--- config.mk ---
export PLATFORM = sky130hd
export DESIGN_NAME = cbasc_top
export DESIGN_NICKNAME = d
export VERILOG_FILES = /design/src/common/cbasc_pkg.sv /design/src/hw/cbasc_top.sv
export SDC_FILE = /design/constraint.sdc
export NUM_CORES = 1
export LEC_CHECK = 0
export BUFFER_PORTS_ARGS = -buffer_cell sky130_fd_sc_hd__buf_2
export CORE_MARGIN = 4
export CORE_UTILIZATION = 48
export DETAILED_ROUTE_END_ITERATION = 6
export PLACE_DENSITY = 0.7
export SYNTH_ARGS = -nofsm -noshare
export SYNTH_HDL_FRONTEND = slang
export SYNTH_SLANG_ARGS = --single-unit
--- constraint.sdc ---
create_clock -name clk -period 3.03 [get_ports clk]
set_input_delay 0.303 -clock clk [delete_from_list [all_inputs] [get_ports clk]]
set_output_delay 0.303 -clock clk [all_outputs]
set_load 0.01 [all_outputs]
--- src/common/cbasc_pkg.sv ---
// Constants, types and register map of the character-buffered serial controller.
// Assumes a single 20 MHz clock and a plain strobe-based register port.
// Overview of operation
// - Bit timing from crystal via 12-bit divider
// - Divided clock runs sixteen times bit rate
// - Divider holds divisor minus one
// - Transmitter and receiver share one divider
// - Start, 5-8 data, parity option, 1-2 stops
// - Two selects pick length; one picks stops
// - Parity enable; sense picks odd or even
// - Only low data byte used on host
// - DMA serves transmit or receive, never both
// - Holding register feeds shifter, bit 0 first
// - Start bit space, stop bits mark
// - Full character to buffer sets input ready
// - Host read clears input ready
// - One-character buffers, independent paths
// - Control: direction, DMA, initialize, option line
// - Sense: buffers, errors, option status input
// - Three interrupts: input, output, error
// - Overrun when buffer reloaded before read
// - Framing error when first stop is zero
// - Break received, never transmitted
// - Default format per interface variant
// - Divider reference is halved oscillator
// - Interrupt outputs are pulses
// - Function codes 0 and 1 connect DMA transmit
package cbasc_pkg;
  // Clock rates in hertz
  localparam logic [24:0] CLK_HZ = 25'h131_2D00;   // 20 MHz system clock
  localparam logic [24:0] REF_HZ = 25'h023_2800;   // 2.304 MHz halved oscillator
  // Register offsets
  localparam logic [3:0] ADDR_DATA = 4'h0;
  localparam logic [3:0] ADDR_STAT = 4'h4;
  localparam logic [3:0] ADDR_FMT = 4'h8;
  localparam logic [3:0] ADDR_CMD = 4'hC;
  // Interface variant: relay defaults to 110 baud and two stop bits
  localparam logic RELAY_VARIANT = 1'h0;
  localparam logic [11:0] DIV_1200 = 12'h077;      // 120 - 1
  localparam logic [11:0] DIV_110 = 12'h51C;       // 1309 - 1
  // Tick positions inside a sixteen-tick bit
  localparam logic [3:0] TICK_HALF = 4'h7;
  localparam logic [3:0] TICK_LAST = 4'hF;
  localparam logic [3:0] DATA_MAX = 4'h8;
  // Character format, one field per select line
  typedef struct packed {
    logic [11:0] divisor_m1;        // Divisor minus one
    logic char_len_select_a;        // Length select, first line
    logic char_len_select_b;        // Length select, second line
    logic stop_count_select;        // High: one stop bit
    logic parity_on_select;         // High: parity present
    logic even_parity_select;       // High: odd parity, low: even
  } cbasc_fmt_t;
  localparam cbasc_fmt_t FMT_RESET = '{
    divisor_m1: RELAY_VARIANT ? DIV_110 : DIV_1200,
    char_len_select_a: 1'h0, char_len_select_b: 1'h0,
    stop_count_select: ~RELAY_VARIANT, parity_on_select: 1'h0,
    even_parity_select: 1'h0};
  // Execute function codes written to the command register
  typedef enum logic [2:0] {
    EXC_DMA_TX0 = 3'h0, EXC_DMA_TX1 = 3'h1, EXC_DMA_RX = 3'h2, EXC_DMA_OFF = 3'h3,
    EXC_INIT = 3'h4, EXC_OPT_SET = 3'h5, EXC_OPT_CLR = 3'h6, EXC_NOP = 3'h7
  } cbasc_exc_t;
  // Serial frame states, shared by both paths
  typedef enum logic [2:0] {
    FR_IDLE = 3'h0, FR_START = 3'h1, FR_DATA = 3'h2, FR_PAR = 3'h3, FR_STOP = 3'h4
  } cbasc_frame_t;
  // Sense word layout, low byte of the status register
  typedef struct packed {
    logic dma_rx_side;              // DMA attached to receive side
    logic dma_connected;            // DMA attached at all
    logic option_status_in;         // External status line level
    logic parity_flag;              // Last character parity bad
    logic framing_flag;             // Last character first stop low
    logic overrun_flag;             // Character lost before read
    logic tx_empty;                 // Holding register free
    logic rx_ready;                 // Received character waiting
  } cbasc_stat_t;
endpackage : cbasc_pkg

--- src/hw/cbasc_top.sv ---
// Character-buffered asynchronous serial controller, whole device.
// Assumes a 20 MHz clock, a host strobe port with read data one cycle
// later, and a DMA master that acknowledges once per request.
//
// Design decisions made here: the register offsets and strobed register access.
`timescale 1ns/1ps
module cbasc_top import cbasc_pkg::*; (
  // Clock and reset
  input wire logic clk,
  input wire logic nrst,
  // Host register port
  input wire logic [3:0] addr,
  input wire logic [15:0] wr_data,
  input wire logic wr_en,
  input wire logic rd_en,
  output logic [15:0] rd_data_q,
  // DMA channel
  output logic dma_req_q,
  input wire logic dma_ack,
  input wire logic [15:0] dma_wr_data,
  output logic [15:0] dma_rd_data_q,
  // Serial line and option lines
  input wire logic serial_in,
  output logic serial_out_q,
  input wire logic option_status_in,
  output logic option_control_out_q,
  // Interrupt pulses
  output logic rx_ready_irq_q,
  output logic tx_ready_irq_q,
  output logic err_irq_q
);
  // Data bits for the two length selects
  // First select alone gives six, second alone seven, both five
  function automatic logic [3:0] char_bits(input logic a, input logic b);
    char_bits = DATA_MAX - {2'h0, a, b};
  endfunction : char_bits
  // Parity over the used data bits
  function automatic logic par_of(input logic [7:0] d, input logic odd);
    par_of = ^d ^ odd;
  endfunction : par_of

  // Configuration and control state
  cbasc_fmt_t fmt_q;
  logic dma_conn_q;              // DMA attached
  logic dma_rx_q;                // DMA on receive side
  // Host decode
  wire wr_data_reg = wr_en && addr == ADDR_DATA;
  wire rd_data_reg = rd_en && addr == ADDR_DATA;
  wire wr_fmt = wr_en && addr == ADDR_FMT;
  wire wr_cmd = wr_en && addr == ADDR_CMD;
  cbasc_exc_t execute_function_code;               // Function code of a command write
  assign execute_function_code = cbasc_exc_t'(wr_data[2:0]);
  wire do_init = wr_cmd && execute_function_code == EXC_INIT;
  wire dma_tx_take = dma_ack && dma_conn_q && !dma_rx_q;
  wire dma_rx_take = dma_ack && dma_conn_q && dma_rx_q;
  wire [3:0] nbits = char_bits(fmt_q.char_len_select_a, fmt_q.char_len_select_b);

  // Control register and command port
  always_ff @(posedge clk or negedge nrst) begin
    if (!nrst) begin
      fmt_q <= FMT_RESET;
      dma_conn_q <= 1'h0;
      dma_rx_q <= 1'h0;
      option_control_out_q <= 1'h0;
    end else begin
      // Format word is one bit wider than the bus; top divisor bit stays zero
      if (wr_fmt) fmt_q <= cbasc_fmt_t'({1'h0, wr_data});
      if (wr_cmd) begin
        case (execute_function_code)
          EXC_DMA_TX0, EXC_DMA_TX1: begin
            dma_conn_q <= 1'h1;
            dma_rx_q <= 1'h0;
          end
          EXC_DMA_RX: begin
            dma_conn_q <= 1'h1;
            dma_rx_q <= 1'h1;
          end
          // Initialize detaches DMA too; the option line keeps its level
          EXC_DMA_OFF, EXC_INIT: dma_conn_q <= 1'h0;
          EXC_OPT_SET: option_control_out_q <= 1'h1;
          EXC_OPT_CLR: option_control_out_q <= 1'h0;
          default: ;
        endcase
      end
    end
  end

  // Reference enable: 2.304 MHz average rate from the 20 MHz clock
  // Accumulator keeps the long-run rate exact without a second clock
  logic [24:0] acc_q;
  logic ref_en_q;
  wire [24:0] acc_sum = acc_q + REF_HZ;
  wire acc_wrap = acc_sum >= CLK_HZ;
  always_ff @(posedge clk or negedge nrst) begin
    if (!nrst) begin
      acc_q <= 25'h000_0000;
      ref_en_q <= 1'h0;
    end else begin
      acc_q <= acc_wrap ? acc_sum - CLK_HZ : acc_sum;
      ref_en_q <= acc_wrap;
    end
  end

  // Shared 12-bit divider giving the sixteen-times tick
  // Reloading on zero makes a count of N-1 divide by N
  logic [11:0] div_q;
  logic tick_q;
  always_ff @(posedge clk or negedge nrst) begin
    if (!nrst) begin
      div_q <= 12'h000;
      tick_q <= 1'h0;
    end else begin
      tick_q <= ref_en_q && div_q == 12'h000;
      if (ref_en_q) div_q <= (div_q == 12'h000) ? fmt_q.divisor_m1 : div_q - 12'h001;
    end
  end

  // Transmit path: holding register then shifter
  logic [7:0] hold_q;
  logic hold_full_q;
  logic [7:0] tsh_q;
  cbasc_frame_t tst_q;
  logic [3:0] tsub_q;
  logic [3:0] tcnt_q;
  logic tpar_q;
  // A frame starts only on a tick while the shifter is idle
  wire tx_load = tick_q && tst_q == FR_IDLE && hold_full_q;
  wire tx_bit_end = tick_q && tst_q != FR_IDLE && tsub_q == TICK_LAST;
  wire host_tx_wr = wr_data_reg || dma_tx_take;
  wire [7:0] tx_word = wr_data_reg ? wr_data[7:0] : dma_wr_data[7:0];

  // Holding register: a new write wins over the shifter taking it
  always_ff @(posedge clk or negedge nrst) begin
    if (!nrst) begin
      hold_q <= 8'h00;
      hold_full_q <= 1'h0;
    end else if (do_init) begin
      hold_full_q <= 1'h0;
    end else if (host_tx_wr) begin
      hold_q <= tx_word;
      hold_full_q <= 1'h1;
    end else if (tx_load) begin
      hold_full_q <= 1'h0;
    end
  end

  // Transmit frame sequencer; no break can be sent since idle is mark
  always_ff @(posedge clk or negedge nrst) begin
    if (!nrst) begin
      tst_q <= FR_IDLE;
      tsh_q <= 8'h00;
      tsub_q <= 4'h0;
      tcnt_q <= 4'h0;
      tpar_q <= 1'h0;
      serial_out_q <= 1'h1;
    end else if (do_init) begin
      tst_q <= FR_IDLE;
      serial_out_q <= 1'h1;
    end else if (tx_load) begin
      tsh_q <= hold_q;
      tpar_q <= par_of(hold_q & (8'hFF >> (DATA_MAX - nbits)), fmt_q.even_parity_select);
      tst_q <= FR_START;
      tsub_q <= 4'h0;
      serial_out_q <= 1'h0;
    end else if (tick_q && tst_q != FR_IDLE) begin
      tsub_q <= tsub_q + 4'h1;
      if (tx_bit_end) begin
        case (tst_q)
          FR_START: begin
            tst_q <= FR_DATA;
            tcnt_q <= 4'h1;
            serial_out_q <= tsh_q[0];
            tsh_q <= tsh_q >> 1;
          end
          FR_DATA: begin
            if (tcnt_q == nbits) begin
              tst_q <= fmt_q.parity_on_select ? FR_PAR : FR_STOP;
              serial_out_q <= fmt_q.parity_on_select ? tpar_q : 1'h1;
              tcnt_q <= 4'h0;
            end else begin
              tcnt_q <= tcnt_q + 4'h1;
              serial_out_q <= tsh_q[0];
              tsh_q <= tsh_q >> 1;
            end
          end
          FR_PAR: begin
            tst_q <= FR_STOP;
            serial_out_q <= 1'h1;
          end
          FR_STOP: begin
            serial_out_q <= 1'h1;
            if (!fmt_q.stop_count_select && tcnt_q == 4'h0) tcnt_q <= 4'h1;
            else tst_q <= FR_IDLE;
          end
          default: tst_q <= FR_IDLE;
        endcase
      end
    end
  end

  // Receive path
  logic [7:0] rsh_q;
  logic [7:0] rbuf_q;
  logic rx_ready_q;
  logic overrun_q;
  logic framing_q;
  logic parerr_q;
  cbasc_frame_t rst_q;
  logic [3:0] rsub_q;
  logic [3:0] rcnt_q;
  logic rpar_q;
  wire rx_mid = tick_q && rsub_q == TICK_LAST;
  wire rx_load = rx_mid && rst_q == FR_STOP;
  wire host_rx_rd = rd_data_reg || dma_rx_take;
  wire [7:0] rx_just = rsh_q >> (DATA_MAX - nbits);
  wire par_bad = fmt_q.parity_on_select && (par_of(rx_just, fmt_q.even_parity_select) != rpar_q);

  // Receive frame sequencer
  always_ff @(posedge clk or negedge nrst) begin
    if (!nrst) begin
      rst_q <= FR_IDLE;
      rsh_q <= 8'h00;
      rsub_q <= 4'h0;
      rcnt_q <= 4'h0;
      rpar_q <= 1'h0;
    end else if (do_init) begin
      rst_q <= FR_IDLE;
    end else if (tick_q) begin
      rsub_q <= rsub_q + 4'h1;
      case (rst_q)
        FR_IDLE: begin
          rsub_q <= 4'h0;
          if (!serial_in) rst_q <= FR_START;
        end
        FR_START: begin
          if (rsub_q == TICK_HALF) begin
            rst_q <= serial_in ? FR_IDLE : FR_DATA;
            // Restart the count so every data sample lands mid-bit
            rsub_q <= 4'h0;
            rcnt_q <= 4'h0;
          end
        end
        FR_DATA: begin
          if (rx_mid) begin
            rsh_q <= {serial_in, rsh_q[7:1]};
            rcnt_q <= rcnt_q + 4'h1;
            if (rcnt_q + 4'h1 == nbits) rst_q <= fmt_q.parity_on_select ? FR_PAR : FR_STOP;
          end
        end
        FR_PAR: begin
          if (rx_mid) begin
            rpar_q <= serial_in;
            rst_q <= FR_STOP;
          end
        end
        FR_STOP: if (rx_mid) rst_q <= FR_IDLE;
        default: rst_q <= FR_IDLE;
      endcase
    end
  end

  // Receive buffer and error flags; a new character wins over a read
  always_ff @(posedge clk or negedge nrst) begin
    if (!nrst) begin
      rbuf_q <= 8'h00;
      rx_ready_q <= 1'h0;
      overrun_q <= 1'h0;
      framing_q <= 1'h0;
      parerr_q <= 1'h0;
    end else if (do_init) begin
      rx_ready_q <= 1'h0;
      overrun_q <= 1'h0;
      framing_q <= 1'h0;
      parerr_q <= 1'h0;
    end else if (rx_load) begin
      rbuf_q <= rx_just;
      rx_ready_q <= 1'h1;
      // Overrun looks at the ready flag from before this load
      overrun_q <= rx_ready_q && !host_rx_rd;
      framing_q <= !serial_in;
      parerr_q <= par_bad;
    end else if (host_rx_rd) begin
      rx_ready_q <= 1'h0;
    end
  end

  // Sense word, read data, DMA request and interrupt pulses
  cbasc_stat_t stat;
  assign stat = '{dma_rx_side: dma_rx_q, dma_connected: dma_conn_q,
                  option_status_in: option_status_in, parity_flag: parerr_q,
                  framing_flag: framing_q, overrun_flag: overrun_q,
                  tx_empty: !hold_full_q, rx_ready: rx_ready_q};
  wire [7:0] rd_mux = (addr == ADDR_DATA) ? rbuf_q :
                      (addr == ADDR_STAT) ? stat : 8'h00;
  always_ff @(posedge clk or negedge nrst) begin
    if (!nrst) begin
      rd_data_q <= 16'h0000;
      dma_rd_data_q <= 16'h0000;
      dma_req_q <= 1'h0;
      rx_ready_irq_q <= 1'h0;
      tx_ready_irq_q <= 1'h0;
      err_irq_q <= 1'h0;
    end else begin
      rd_data_q <= rd_en ? {8'h00, rd_mux} : 16'h0000;
      if (dma_rx_take) dma_rd_data_q <= {8'h00, rbuf_q};
      dma_req_q <= dma_conn_q && !dma_ack && (dma_rx_q ? rx_ready_q : !hold_full_q);
      rx_ready_irq_q <= rx_load;
      tx_ready_irq_q <= tx_load && !host_tx_wr;
      err_irq_q <= rx_load && (!serial_in || (rx_ready_q && !host_rx_rd));
    end
  end
endmodule : cbasc_top

==> results of run 1 <==
-- sequential cells by signal (all words and copies together) (netlist names), 3 cells and up --
signal         count
dma_rd_data_q      8
div_q             12
hold_q             8
rd_data_q          8
fmt_q             16
rst_q              3
rsub_q             4
tsub_q             4
rsh_q              8
rbuf_q             8
acc_q             17
tsh_q              8
tcnt_q             4
rcnt_q             4
tst_q              3
-- power groups by stage --
| stage | combinational (W) | sequential, W | clock [W] |
|---|---|---|---|
| floorplan | 0.000624 | 0.00216 | 0 |
| global placement | 0.000815 | 0.00220 | 0 |
| detailed placement | 0.000835 | 0.00221 | 0 |
| CTS | 0.000844 | 0.00218 | 0.00224 |
| global route | 0.000941 | 0.00222 | 0.00232 |
| finish | 0.000832 | 0.00218 | 0.00221 |
-- layout make-up --
class | instances | area (µm²) | share of cell area
multi-input cells | 575 | 3810 | 0.446
flip-flops and latches | 132 | 3310 | 0.388
well taps | 188 | 235 | 0.0276
clock buffers | 20 | 467 | 0.0547
repair buffers | 76 | 452 | 0.0529
clock inverters | 12 | 176 | 0.0207
inverters | 22 | 82.6 | 0.00968
-- cell usage in the layout (no fill, tap or decap), types with 20 or more instances in the layout --
master   netlist  final
buf_2          7     55
nand2_1       91     91
nor2_1        69     69
mux2_2        46     46
mux2i_1       21     21
inv_1         21     21
a21oi_1       41     41
dfrtp_1      124    124
nor3_1        20     20
xnor2_1       30     30
o21ai_0       61     61
-- per-layer routing --
layer	vias to the layer above	share of wire	global-route usage
met5	-	0	0
met4	0	0.012	0.0595
li1	2779	-	-
met3	20	0.047	0.0313
met1	2705	0.45	0.236
met2	143	0.49	0.294
-- final timing paths --
path                           endpoint  cells after the start
setup / recovery              acc_q[18]                     10
setup reg to reg              acc_q[18]                     10
hold reg to reg               acc_q[10]                      1
min in group asynchronous  rd_data_q[3]                      2
max in group asynchronous  serial_out_q                      3
hold / removal                dma_req_q                      2
-- stage by stage --
step	worst slack [ns]	hold WS, ns	std cells	instance area, µm²	util
detailed placement	0.418	0.385	992	7880	0.520
CTS	0.397	0.0583	1025	8530	0.563
floorplan	0.127	0.00741	778	7470	-
global placement	0.414	0.373	992	7880	0.520
finish	0.367	0.0767	1025	8530	0.563
global route	0.191	0.0677	1025	8530	0.563
-- logic make-up after synthesis --
kind of cell,count (synthesis),synth area share
AND/OR/NAND/NOR,266,0.173
buffers and inverters,71,0.0477
other,1,0.000506
XOR/XNOR,44,0.0520
multiplexers,72,0.113
adder cells (fa/ha/maj),14,0.0236
AO/OA/AOI/OAI,163,0.143
flip-flops,132,0.447
-- worst reg2reg max path, delay by kind of cell (launching register included) --
kind                     cells  cell delay (ns)
AO/OA/AOI/OAI                4             0.78
XOR/XNOR                     1             0.15
adder cells (fa/ha/maj)      1             0.30
buffers and inverters        2             0.36
flip-flops                   1             0.47
AND/OR/NAND/NOR              2             0.52
==> metrics.csv, run 1 <==
stage;metric;value;unit
clock_network;CTS tree;yes;
critical_path;crit start category;flip-flop;
power_and_ir_drop;sequential power share;0.418;
layout;nets;881;
synth;Post-synth ARST share;1.00;
layout;ANT cells;0;
critical_path;WS Path Type;reg2reg;
synth;area leader, netlist;dfrtp_1;
power_and_ir_drop;Power Dens Cells;612;mW/mm²
routing;routed len/inst;14.8;µm
clock_network;Sinks on Clock Net;132;
critical_path;crit path launch;acc_q[12];
timing;setup violators final;0;
clock_network;# hold bufs at CTS;1;
synth;share of the synthesized area in the top cell type;0.418;
synth;sequential-to-total area share from yosys stat;0.447;
routing;vias per cell;5.51;
timing;Slew @ Worst Pin;0.742;ns
clock_network;setup bufs post-CTS;0;
clock_network;Clk Tree Root Cell;clkbuf_16;
synth;Primary FF master, synth;dfrtp_1;
timing;final critical-path required period;2.66;ns
clock_network;H-tree depth;4;
routing;Starting DRT DRC Count;294;
power_and_ir_drop;leakage power;3.86;nW
timing;Final Skew;0.00596;ns
clock_network;TritonCTS Buffers;17;
critical_path;FF-to-FF Start;acc_q[12];
timing;max-slew violation count;0;
power_and_ir_drop;Int Pwr;0.00382;W
hold_path;hold path startpoint;dma_ack;
critical_path;R2R Setup Slk;0.37;ns
synth;Gate Count Post-Synth;763;
power_and_ir_drop;power share of the clock group;0.423;
synth;Yosys warnings;0;
floorplanning;Die ar.;0.0175;mm²
critical_path;WP buf/inv;2;
layout;area growth from synthesis to layout;15.0;%
timing;unrepaired setup endpoints after global routing;no;
power_and_ir_drop;Logic pwr share;0.159;
routing;Detailed Route WL;15100;µm
synth;top post-synthesis cells by area;dfrtp_1 42%, mux2_2 7.0%, nand2_1 4.6%;
critical_path;CP peak stage delay;0.47;ns
timing;Setup TNS;0;ns
clock_network;worst-skew pair later-pin latency;0.41;ns
floorplanning;Die Y;132;µm
clock_network;Max clock buf depth;2;
timing;Fmax;376;MHz
power_and_ir_drop;Overall Power;0.00523;W
global_routing;first-pass GRT wire length;25800;µm
global_routing;final global-route overflow total;0;
layout;filler instances;1329;
place;Detail Placement HPWL;10400;µm
routing;drt drc;0;
critical_path;Crit-path slowest cell;dfrtp_1;
routing;via count;5647;
power_and_ir_drop;Net Switching;0.00140;W
routing;first-pass iteration count of the detailed router;5;
layout;share of cells above drive strength 1;0.221;
global_routing;initial antenna violation count;0;
place;GPL Wtd Cong;0.842;
synth;EDFF count, synth;0;
timing;period utilization;0.879;
critical_path;Worst Path Max Fanout;7;
critical_path;CP endpoint kind;flip-flop;
floorplanning;area of the core;0.0151;mm²
timing;Final Hold Viols;0;
critical_path;Worst EP required;3.37;ns
floorplanning;die width;132;µm
critical_path;CP delay by family, top;compound AO/OA/AOI/OAI gates;
global_routing;vias in the first global route;5356;
hold_path;hold crit path type;in2reg;
synth;Yosys reg bits;132;
synth;most common cell in the synthesized netlist;dfrtp_1;
routing;Antenna Violating Nets Remaining;0;
synth;Yosys cell types;75;
outcome;status;finished clean;
clock_network;Clock transition at path regs;0.06;ns
critical_path;Worst EP arrival;3.00;ns
critical_path;crit path cell chain;ha_1 > o211ai_2 > buf_4 > or4_4 > a22oi_4 > nor2_2 > o21ai_4 > inv_2 > a31oi_4 > xor2_1;
global_routing;GRT Overall Usage;0.177;
floorplanning;initial core utilization;0.490;
synth;Netlist Area Pre-Place;0.00742;mm²
floorplanning;I/O pin total;81;
global_routing;largest net degree at the start of global routing;74;
synth;syn avg cell area;9.72;µm²
power_and_ir_drop;peak supply drop;0.000412;V
clock_network;Resize count post-CTS;0;
run;total of max-cap violations;0;
timing;Slew Limit Headroom;0.504;
floorplanning;# rows;45;
place;PortBufs;56;
synth;most common library cells after synthesis;124 x dfrtp_1, 91 x nand2_1, 69 x nor2_1, 61 x o21ai_0, 46 x mux2_2;
power_and_ir_drop;Sw Share;0.268;
Power figures use the tool's default switching activity.
==> run 2, diff against run 1 <==
--- a/config.mk
+++ b/config.mk
@@ -10,6 +10,7 @@
 export CORE_UTILIZATION = 48
 export DETAILED_ROUTE_END_ITERATION = 6
 export PLACE_DENSITY = 0.7
+export REMOVE_ABC_BUFFERS = 1
 export SYNTH_ARGS = -nofsm -noshare
 export SYNTH_HDL_FRONTEND = slang
 export SYNTH_SLANG_ARGS = --single-unit
==> run 2 against run 1 <==
  * Utilization decreased by 0.47 points
  * Setup slack got worse by 0.014 ns
  * Cell count shrank 0.29%
  * Die area unchanged
  * Clock power decreased by 9.0%
  * Sequential power about the same
  * Register-to-register slack hardly changed
  * Flip-flop and latch count unchanged
  * Worst hold slack improved by 0.020 ns
  * Design area is 0.84% lower
  * Largest cell class unchanged
  * Highest routed layer unchanged
==> metrics.csv, run 2 (synthesis gave the netlist of run 1 again) <==
stage;metric;value;unit;change
floorplanning;Die ar.;0.0175;mm²;unchanged
routing;first-pass iteration count of the detailed router;5;;unchanged
routing;Detailed Route WL;15700;µm;+3.9%
routing;via count;5629;;-0.32%
layout;nets;878;;-0.34%
clock_network;Max clock buf depth;2;;unchanged
global_routing;GRT Overall Usage;0.186;;+0.00939
critical_path;CP endpoint kind;flip-flop;;
layout;Core Util, Final;0.559;;-0.00471
layout;fin area;0.00846;mm²;-0.84%
power_and_ir_drop;leakage power;3.82;nW;-1.2%
routing;drt drc;0;;unchanged
timing;Slew @ Worst Pin;0.872;ns;+0.130 ns
power_and_ir_drop;peak supply drop;0.000436;V;+5.8%
hold_path;hold endpoint;dma_req_q;;
layout;Regs by FF count;acc_q: 17 flops, fmt_q: 16 flops, div_q: 12 flops;;
clock_network;CTS tree;yes;;
power_and_ir_drop;Power Dens Cells;594;mW/mm²;-3.0%
timing;unrepaired setup endpoints after global routing;no;;
clock_network;setup bufs post-CTS;0;;unchanged
floorplanning;area of the core;0.0151;mm²;unchanged
timing;setup violators final;0;;unchanged
critical_path;Worst Path Max Fanout;13;;+6
place;GPL Wtd Cong;0.875;;+4.0%
timing;max-slew violation count;0;;unchanged
critical_path;worst flop-to-flop path endpoint;acc_q[18];;
critical_path;Worst EP arrival;3.01;ns;about the same
critical_path;R2R Setup Slk;0.35;ns;about the same
global_routing;vias in the first global route;5492;;+2.5%
floorplanning;I/O pin total;81;;unchanged
place;dpl cell area;0.00786;mm²;-0.22%
layout;most frequent cells in the layout;124 x dfrtp_1, 91 x nand2_1, 69 x nor2_1, 61 x o21ai_0, 55 x buf_2;;
global_routing;initial antenna violation count;0;;unchanged
outcome;status;finished clean;;
global_routing;largest net degree at the start of global routing;55;;-26%
timing;period utilization;0.883;;+0.00462
floorplanning;initial core utilization;0.490;;unchanged
layout;commonest non-fill, non-tap cell in the layout;dfrtp_1;;
timing;Final Skew;0.00578;ns;-0.000184 ns
routing;Antenna Violating Nets Remaining;0;;unchanged
critical_path;WS Path Type;reg2reg;;
critical_path;Worst EP required;3.37;ns;about the same
run;total of max-cap violations;0;;unchanged
place;PortBufs;56;;unchanged
critical_path;R2R depth;10;;unchanged
floorplanning;# rows;45;;unchanged
clock_network;worst-skew pair later-pin latency;0.42;ns;about the same
clock_network;Clock transition at path regs;0.06;ns;about the same
routing;Starting DRT DRC Count;403;;+37%
hold_path;hold path depth;2;;unchanged
layout;share of cells above drive strength 1;0.216;;-0.00520
timing;hold slack final;0.0964;ns;+0.0197 ns
place;Detail Placement HPWL;11000;µm;+5.6%
routing;vias per cell;5.51;;about the same
critical_path;FF-to-FF Start;acc_q[11];;
timing;Slew Limit Headroom;0.417;;-0.0868
clock_network;Clk Tree Root Cell;clkbuf_16;;
global_routing;first-pass GRT wire length;26800;µm;+4.2%
place;Placed Instances;989;;-0.30%
floorplanning;die width;132;µm;unchanged
layout;Top reg by flops;acc_q;;
timing;Final Hold Viols;0;;unchanged
clock_network;H-tree depth;4;;unchanged
hold_path;hold crit path type;in2reg;;
layout;Finished Layout Cells;1022;;-0.29%
routing;routed len/inst;15.4;µm;+4.2%
timing;Fmax;374;MHz;-0.52%
global_routing;final global-route overflow total;0;;unchanged
clock_network;TritonCTS Buffers;17;;unchanged
clock_network;Sinks on Clock Net;132;;unchanged
floorplanning;Die Y;132;µm;unchanged
timing;final critical-path required period;2.68;ns;+0.0140 ns
hold_path;hold path startpoint;dma_ack;;
layout;ANT cells;0;;unchanged
layout;max FFs per register;17;;unchanged
critical_path;crit start category;flip-flop;;
layout;area growth from synthesis to layout;14.1;%;
timing;Setup TNS;0;ns;unchanged
layout;filler instances;1316;;-0.98%
## run 2: how the worst max path moves through the flow
stage,slack (ns),endpoint,depth (start not counted),start
final,0.35,acc_q[18],10,acc_q[11]
after global routing,0.13,acc_q[18],10,acc_q[11]
after CTS,0.22,acc_q[18],10,acc_q[11]
after detailed placement,0.26,acc_q[18],10,acc_q[11]
after global placement,0.30,acc_q[18],10,acc_q[11]
after floorplan,0.34,tsh_q[0],9,fmt_q[3]
## run 2: per-layer routing
layer,track usage,share of wire,vias to the layer above,wire length [µm]
met5,0,0,-,0
met4,0.0520,0.013,0,201
met3,0.0492,0.043,21,676
met2,0.292,0.46,128,7310
met1,0.257,0.48,2695,7540
li1,-,-,2785,-
## run 2: cell type report
cell class                      count  area (µm²)  area share
Sequential cell                   132        3310       0.392
Tap cell                          188         235      0.0278
Clock inverter                      9         103      0.0121
Clock buffer                       23         478      0.0565
Timing Repair Buffer               73         429      0.0507
Multi-Input combinational cell    575        3820       0.451
Inverter                           22        82.6     0.00976
## run 2: through the flow
| stage | setup WS, ns | total power, W |
|---|---|---|
| detailed placement | 0.256 | 0.00304 |
| global route | 0.126 | 0.00530 |
| floorplan | 0.343 | 0.00276 |
| global placement | 0.299 | 0.00302 |
| finish | 0.353 | 0.00503 |
| CTS | 0.225 | 0.00506 |
## run 2: timing repair
item / in CTS / in global routing
hold buffers: 1 / 0
setup endpoints to repair: 0 / 2
endpoints found under the hold margin: 48 / 0
resized for setup: 0 / 1
## run 2: critical path: stages (launching register included)
cell and delay (ns):
dfrtp_1 0.38, ha_1 0.28, o211ai_4 0.37, a21bo_2 0.24, nand4b_1 0.23, a22oi_4 0.26
nor2_2 0.08, o21ai_4 0.29, inv_2 0.17, a31oi_4 0.16, xor2_1 0.15
## run 2: power by group
part	total, W	switching [W]	internal [W]
clock network	0.00201	0.000743	0.00127
registers	0.00218	0.000197	0.00199
logic	0.000828	0.000437	0.000391
==> run 3, diff against run 2 <==
--- a/config.mk
+++ b/config.mk
@@ -5,6 +5,7 @@
 export SDC_FILE = /design/constraint.sdc
 export NUM_CORES = 1
 export LEC_CHECK = 0
+export ABC_AREA = 1
 export BUFFER_PORTS_ARGS = -buffer_cell sky130_fd_sc_hd__buf_2
 export CORE_MARGIN = 4
 export CORE_UTILIZATION = 48
==> run 3 against run 2 <==
  * Combinational power up 16%
  * Cell count increased by 27%
  * Fmax is 10% higher
  * Setup slack better by 0.24 ns
  * Critical path type unchanged
  * Register-to-register slack gained 0.24 ns
  * Clock power rose by 4%
  * Largest power group unchanged
  * Sequential power is 3% lower
  * Critical path depth rose by 5
==> metrics.csv, run 3 <==
stage;metric;value;unit;change
routing;Detailed Route WL;17200;µm;+9.6%
clock_network;Clk Tree Root Cell;clkbuf_16;;
layout;Top reg by flops;acc_q;;
clock_network;setup bufs post-CTS;0;;unchanged
synth;top post-synthesis cells by area;dfrtp_1 41%, nand2_1 14%, o21ai_0 6.5%;;
synth;Yosys reg bits;132;;unchanged
floorplanning;# rows;45;;unchanged
layout;area growth from synthesis to layout;13.7;%;
synth;most common library cells after synthesis;291 x nand2_1, 124 x dfrtp_1, 110 x inv_1, 99 x o21ai_0, 81 x nor2_1;;
global_routing;largest net degree at the start of global routing;75;;+36%
global_routing;final global-route overflow total;0;;unchanged
timing;Final Hold Viols;0;;unchanged
clock_network;H-tree depth;4;;unchanged
place;dpl cell area;0.00810;mm²;+3.1%
floorplanning;initial core utilization;0.496;;+0.00664
clock_network;Sinks on Clock Net;132;;unchanged
routing;Starting DRT DRC Count;358;;-11%
routing;first-pass iteration count of the detailed router;6;;+1
layout;most frequent cells in the layout;291 x nand2_1, 124 x dfrtp_1, 110 x inv_1, 99 x o21ai_0, 81 x nor2_1;;
synth;Netlist Area Pre-Place;0.00766;mm²;+3.2%
power_and_ir_drop;Power Dens Cells;593;mW/mm²;-0.11%
layout;commonest non-fill, non-tap cell in the layout;nand2_1;;
critical_path;CP delay by family, top;simple AND/OR/NAND/NOR gates;;
global_routing;met3 Usage GRT;0.0510;;+0.00178
critical_path;CP most frequent cell;nand2_1;;
clock_network;Max clock buf depth;2;;unchanged
synth;sequential-to-total area share from yosys stat;0.433;;-0.0140
synth;Post-synth ARST share;1.00;;unchanged
global_routing;GR Layer Usage met2;0.323;;+0.0313
synth;syn avg cell area;7.57;µm²;-22%
floorplanning;I/O pin total;81;;unchanged
run;total of max-cap violations;0;;unchanged
critical_path;Crit-path slowest cell;ha_1;;
timing;max-slew violation count;0;;unchanged
critical_path;Worst Path Max Fanout;15;;+2
critical_path;WS Path Type;reg2reg;;
layout;fin area;0.00871;mm²;+2.9%
place;GPL Wtd Cong;0.872;;-0.33%
layout;Regs by FF count;acc_q: 17 flops, fmt_q: 16 flops, div_q: 12 flops;;
timing;Fmax;411;MHz;+10%
timing;period utilization;0.803;;-0.0806
routing;drt drc;0;;unchanged
place;Detail Placement HPWL;12700;µm;+15%
global_routing;GR Util met1;0.264;;+0.00654
routing;Antenna Violating Nets Remaining;0;;unchanged
global_routing;first-pass GRT wire length;29600;µm;+10%
critical_path;Worst EP arrival;2.74;ns;-0.27 ns
hold_path;hold path depth;2;;unchanged
routing;routed len/inst;13.3;µm;-14%
layout;max FFs per register;17;;unchanged
clock_network;Clock transition at path regs;0.06;ns;about the same
critical_path;R2R depth;15;;+5
synth;area leader, netlist;dfrtp_1;;
layout;share of cells above drive strength 1;0.146;;-0.0697
critical_path;crit path cell chain;inv_1 > ha_1 > inv_1 > nand2_1 > nand2_1 > o21ai_0 > nand2_1 > nand2_1 > nand3_1 > nand2_1 > nand2_1 > nand2_1 > nand2_1 > nand3_1 > nand2_1;;
timing;setup violators final;0;;unchanged
timing;final critical-path required period;2.43;ns;-0.244 ns
synth;share of the synthesized area in the top cell type;0.405;;-0.0131
hold_path;hold crit path type;in2reg;;
critical_path;CP endpoint kind;flip-flop;;
critical_path;Worst EP required;3.34;ns;-0.03 ns
routing;via count;6620;;+18%
floorplanning;area of the core;0.0154;mm²;+1.9%
timing;unrepaired setup endpoints after global routing;no;;
synth;Yosys cell types;47;;-37%
synth;Primary FF master, synth;dfrtp_1;;
layout;ANT cells;0;;unchanged
clock_network;TritonCTS Buffers;17;;unchanged
power_and_ir_drop;leakage power;4.40;nW;+15%
power_and_ir_drop;peak supply drop;0.000422;V;-3.1%
layout;nets;1132;;+29%
global_routing;vias in the first global route;6384;;+16%
clock_network;worst-skew pair later-pin latency;0.43;ns;about the same
critical_path;crit start category;flip-flop;;
synth;EDFF count, synth;0;;unchanged
routing;vias per cell;5.10;;-7.5%
critical_path;CP peak stage delay;0.45;ns;+0.07 ns
floorplanning;die width;134;µm;+1.5%
synth;Yosys warnings;0;;unchanged
floorplanning;Die ar.;0.0180;mm²;+3.0%
global_routing;initial antenna violation count;0;;unchanged
outcome;status;finished clean;;
timing;Final Skew;0.00849;ns;+0.00271 ns
timing;Slew @ Worst Pin;0.814;ns;-0.0579 ns
floorplanning;Die Y;134;µm;+1.5%
timing;Setup TNS;0;ns;unchanged
global_routing;GRT Overall Usage;0.200;;+0.0136
synth;most common cell in the synthesized netlist;nand2_1;;
timing;Slew Limit Headroom;0.453;;+0.0358
critical_path;CP Depth;15;;+5
global_routing;gr busiest metal;met2;;
place;PortBufs;56;;unchanged
clock_network;CTS tree;yes;;
synth;Gate Count Post-Synth;1012;;+33%
critical_path;WP buf/inv;2;;+1
-- run 3: kinds of logic after synthesis --
| group | after synthesis | share of synthesized area |
|---|---|---|
| simple gates | 515 | 0.297 |
| compound gates | 161 | 0.115 |
| buf+inv | 153 | 0.0868 |
| fa+ha+maj | 14 | 0.0229 |
| mux | 7 | 0.0103 |
| xor+xnor | 29 | 0.0351 |
| other cells | 1 | 0.000490 |
| flops | 132 | 0.433 |
-- run 3: worst reg2reg max path, stage by stage (launching register included) --
cell and delay (ns):
dfrtp_1 0.38, inv_1 0.07, ha_1 0.45, inv_1 0.12
nand2_1 0.08, nand2_1 0.29, o21ai_0 0.36, nand2_1 0.08
nand2_1 0.07, nand3_1 0.08, nand2_1 0.07, nand2_1 0.06
nand2_1 0.06, nand2_1 0.04, nand3_1 0.06, nand2_1 0.05
-- run 3: layout make-up --
class	count	area [µm²]
Fill cell	1446	6720
Multi-Input combinational cell	742	3740
Sequential cell	132	3310
Clock buffer	22	464
Inverter	119	447
Timing Repair Buffer	63	354
Tap cell	211	264
Clock inverter	10	130
-- run 3: layer usage --
metal / part of all wire / up-vias
met3: 0.053 / 27
met4: 0.019 / 0
met2: 0.46 / 150
met1: 0.47 / 3083
met5: 0 / -
li1: - / 3360
-- run 3: what timing repair did --
action	in CTS	in global routing
resized for setup	0	0
endpoints found under the hold margin	71	0
hold buffers	1	0
-- run 3: through the flow --
stage          std cells  hold WS (ns)  worst slack (ns)  total power, W   util
6_report            1299        0.0587             0.598         0.00517  0.564
2_1_floorplan        993       0.00741             0.423         0.00283      -
5_1_grt             1299        0.0679             0.286         0.00545  0.564
3_5_place_dp        1266         0.373             0.600         0.00312  0.525
3_3_place_gp        1266         0.378             0.701         0.00309  0.525
4_1_cts             1299        0.0499             0.587         0.00521  0.564
-- run 3: final timing paths --
| kind | start | to | slack, ns |
|---|---|---|---|
| worst max-delay path | fmt_q[4] | parerr_q | 0.60 |
| worst min-delay path | dma_ack | dma_req_q | 0.06 |
| worst max register to register | fmt_q[4] | parerr_q | 0.60 |
| worst min register to register | dma_rd_data_q[2] | dma_rd_data_q[2] | 0.48 |
| max in group asynchronous | nrst | fmt_q[7] | 1.77 |
| min in group asynchronous | nrst | dma_rd_data_q[2] | 0.47 |
-- run 3: power by group --
group | switching, W | total [W] | internal [W] | leakage, nW
logic | 0.000601 | 0.000964 | 0.000363 | 2.48
clock network | 0.000759 | 0.00209 | 0.00133 | 0.290
registers | 0.000142 | 0.00212 | 0.00197 | 1.63
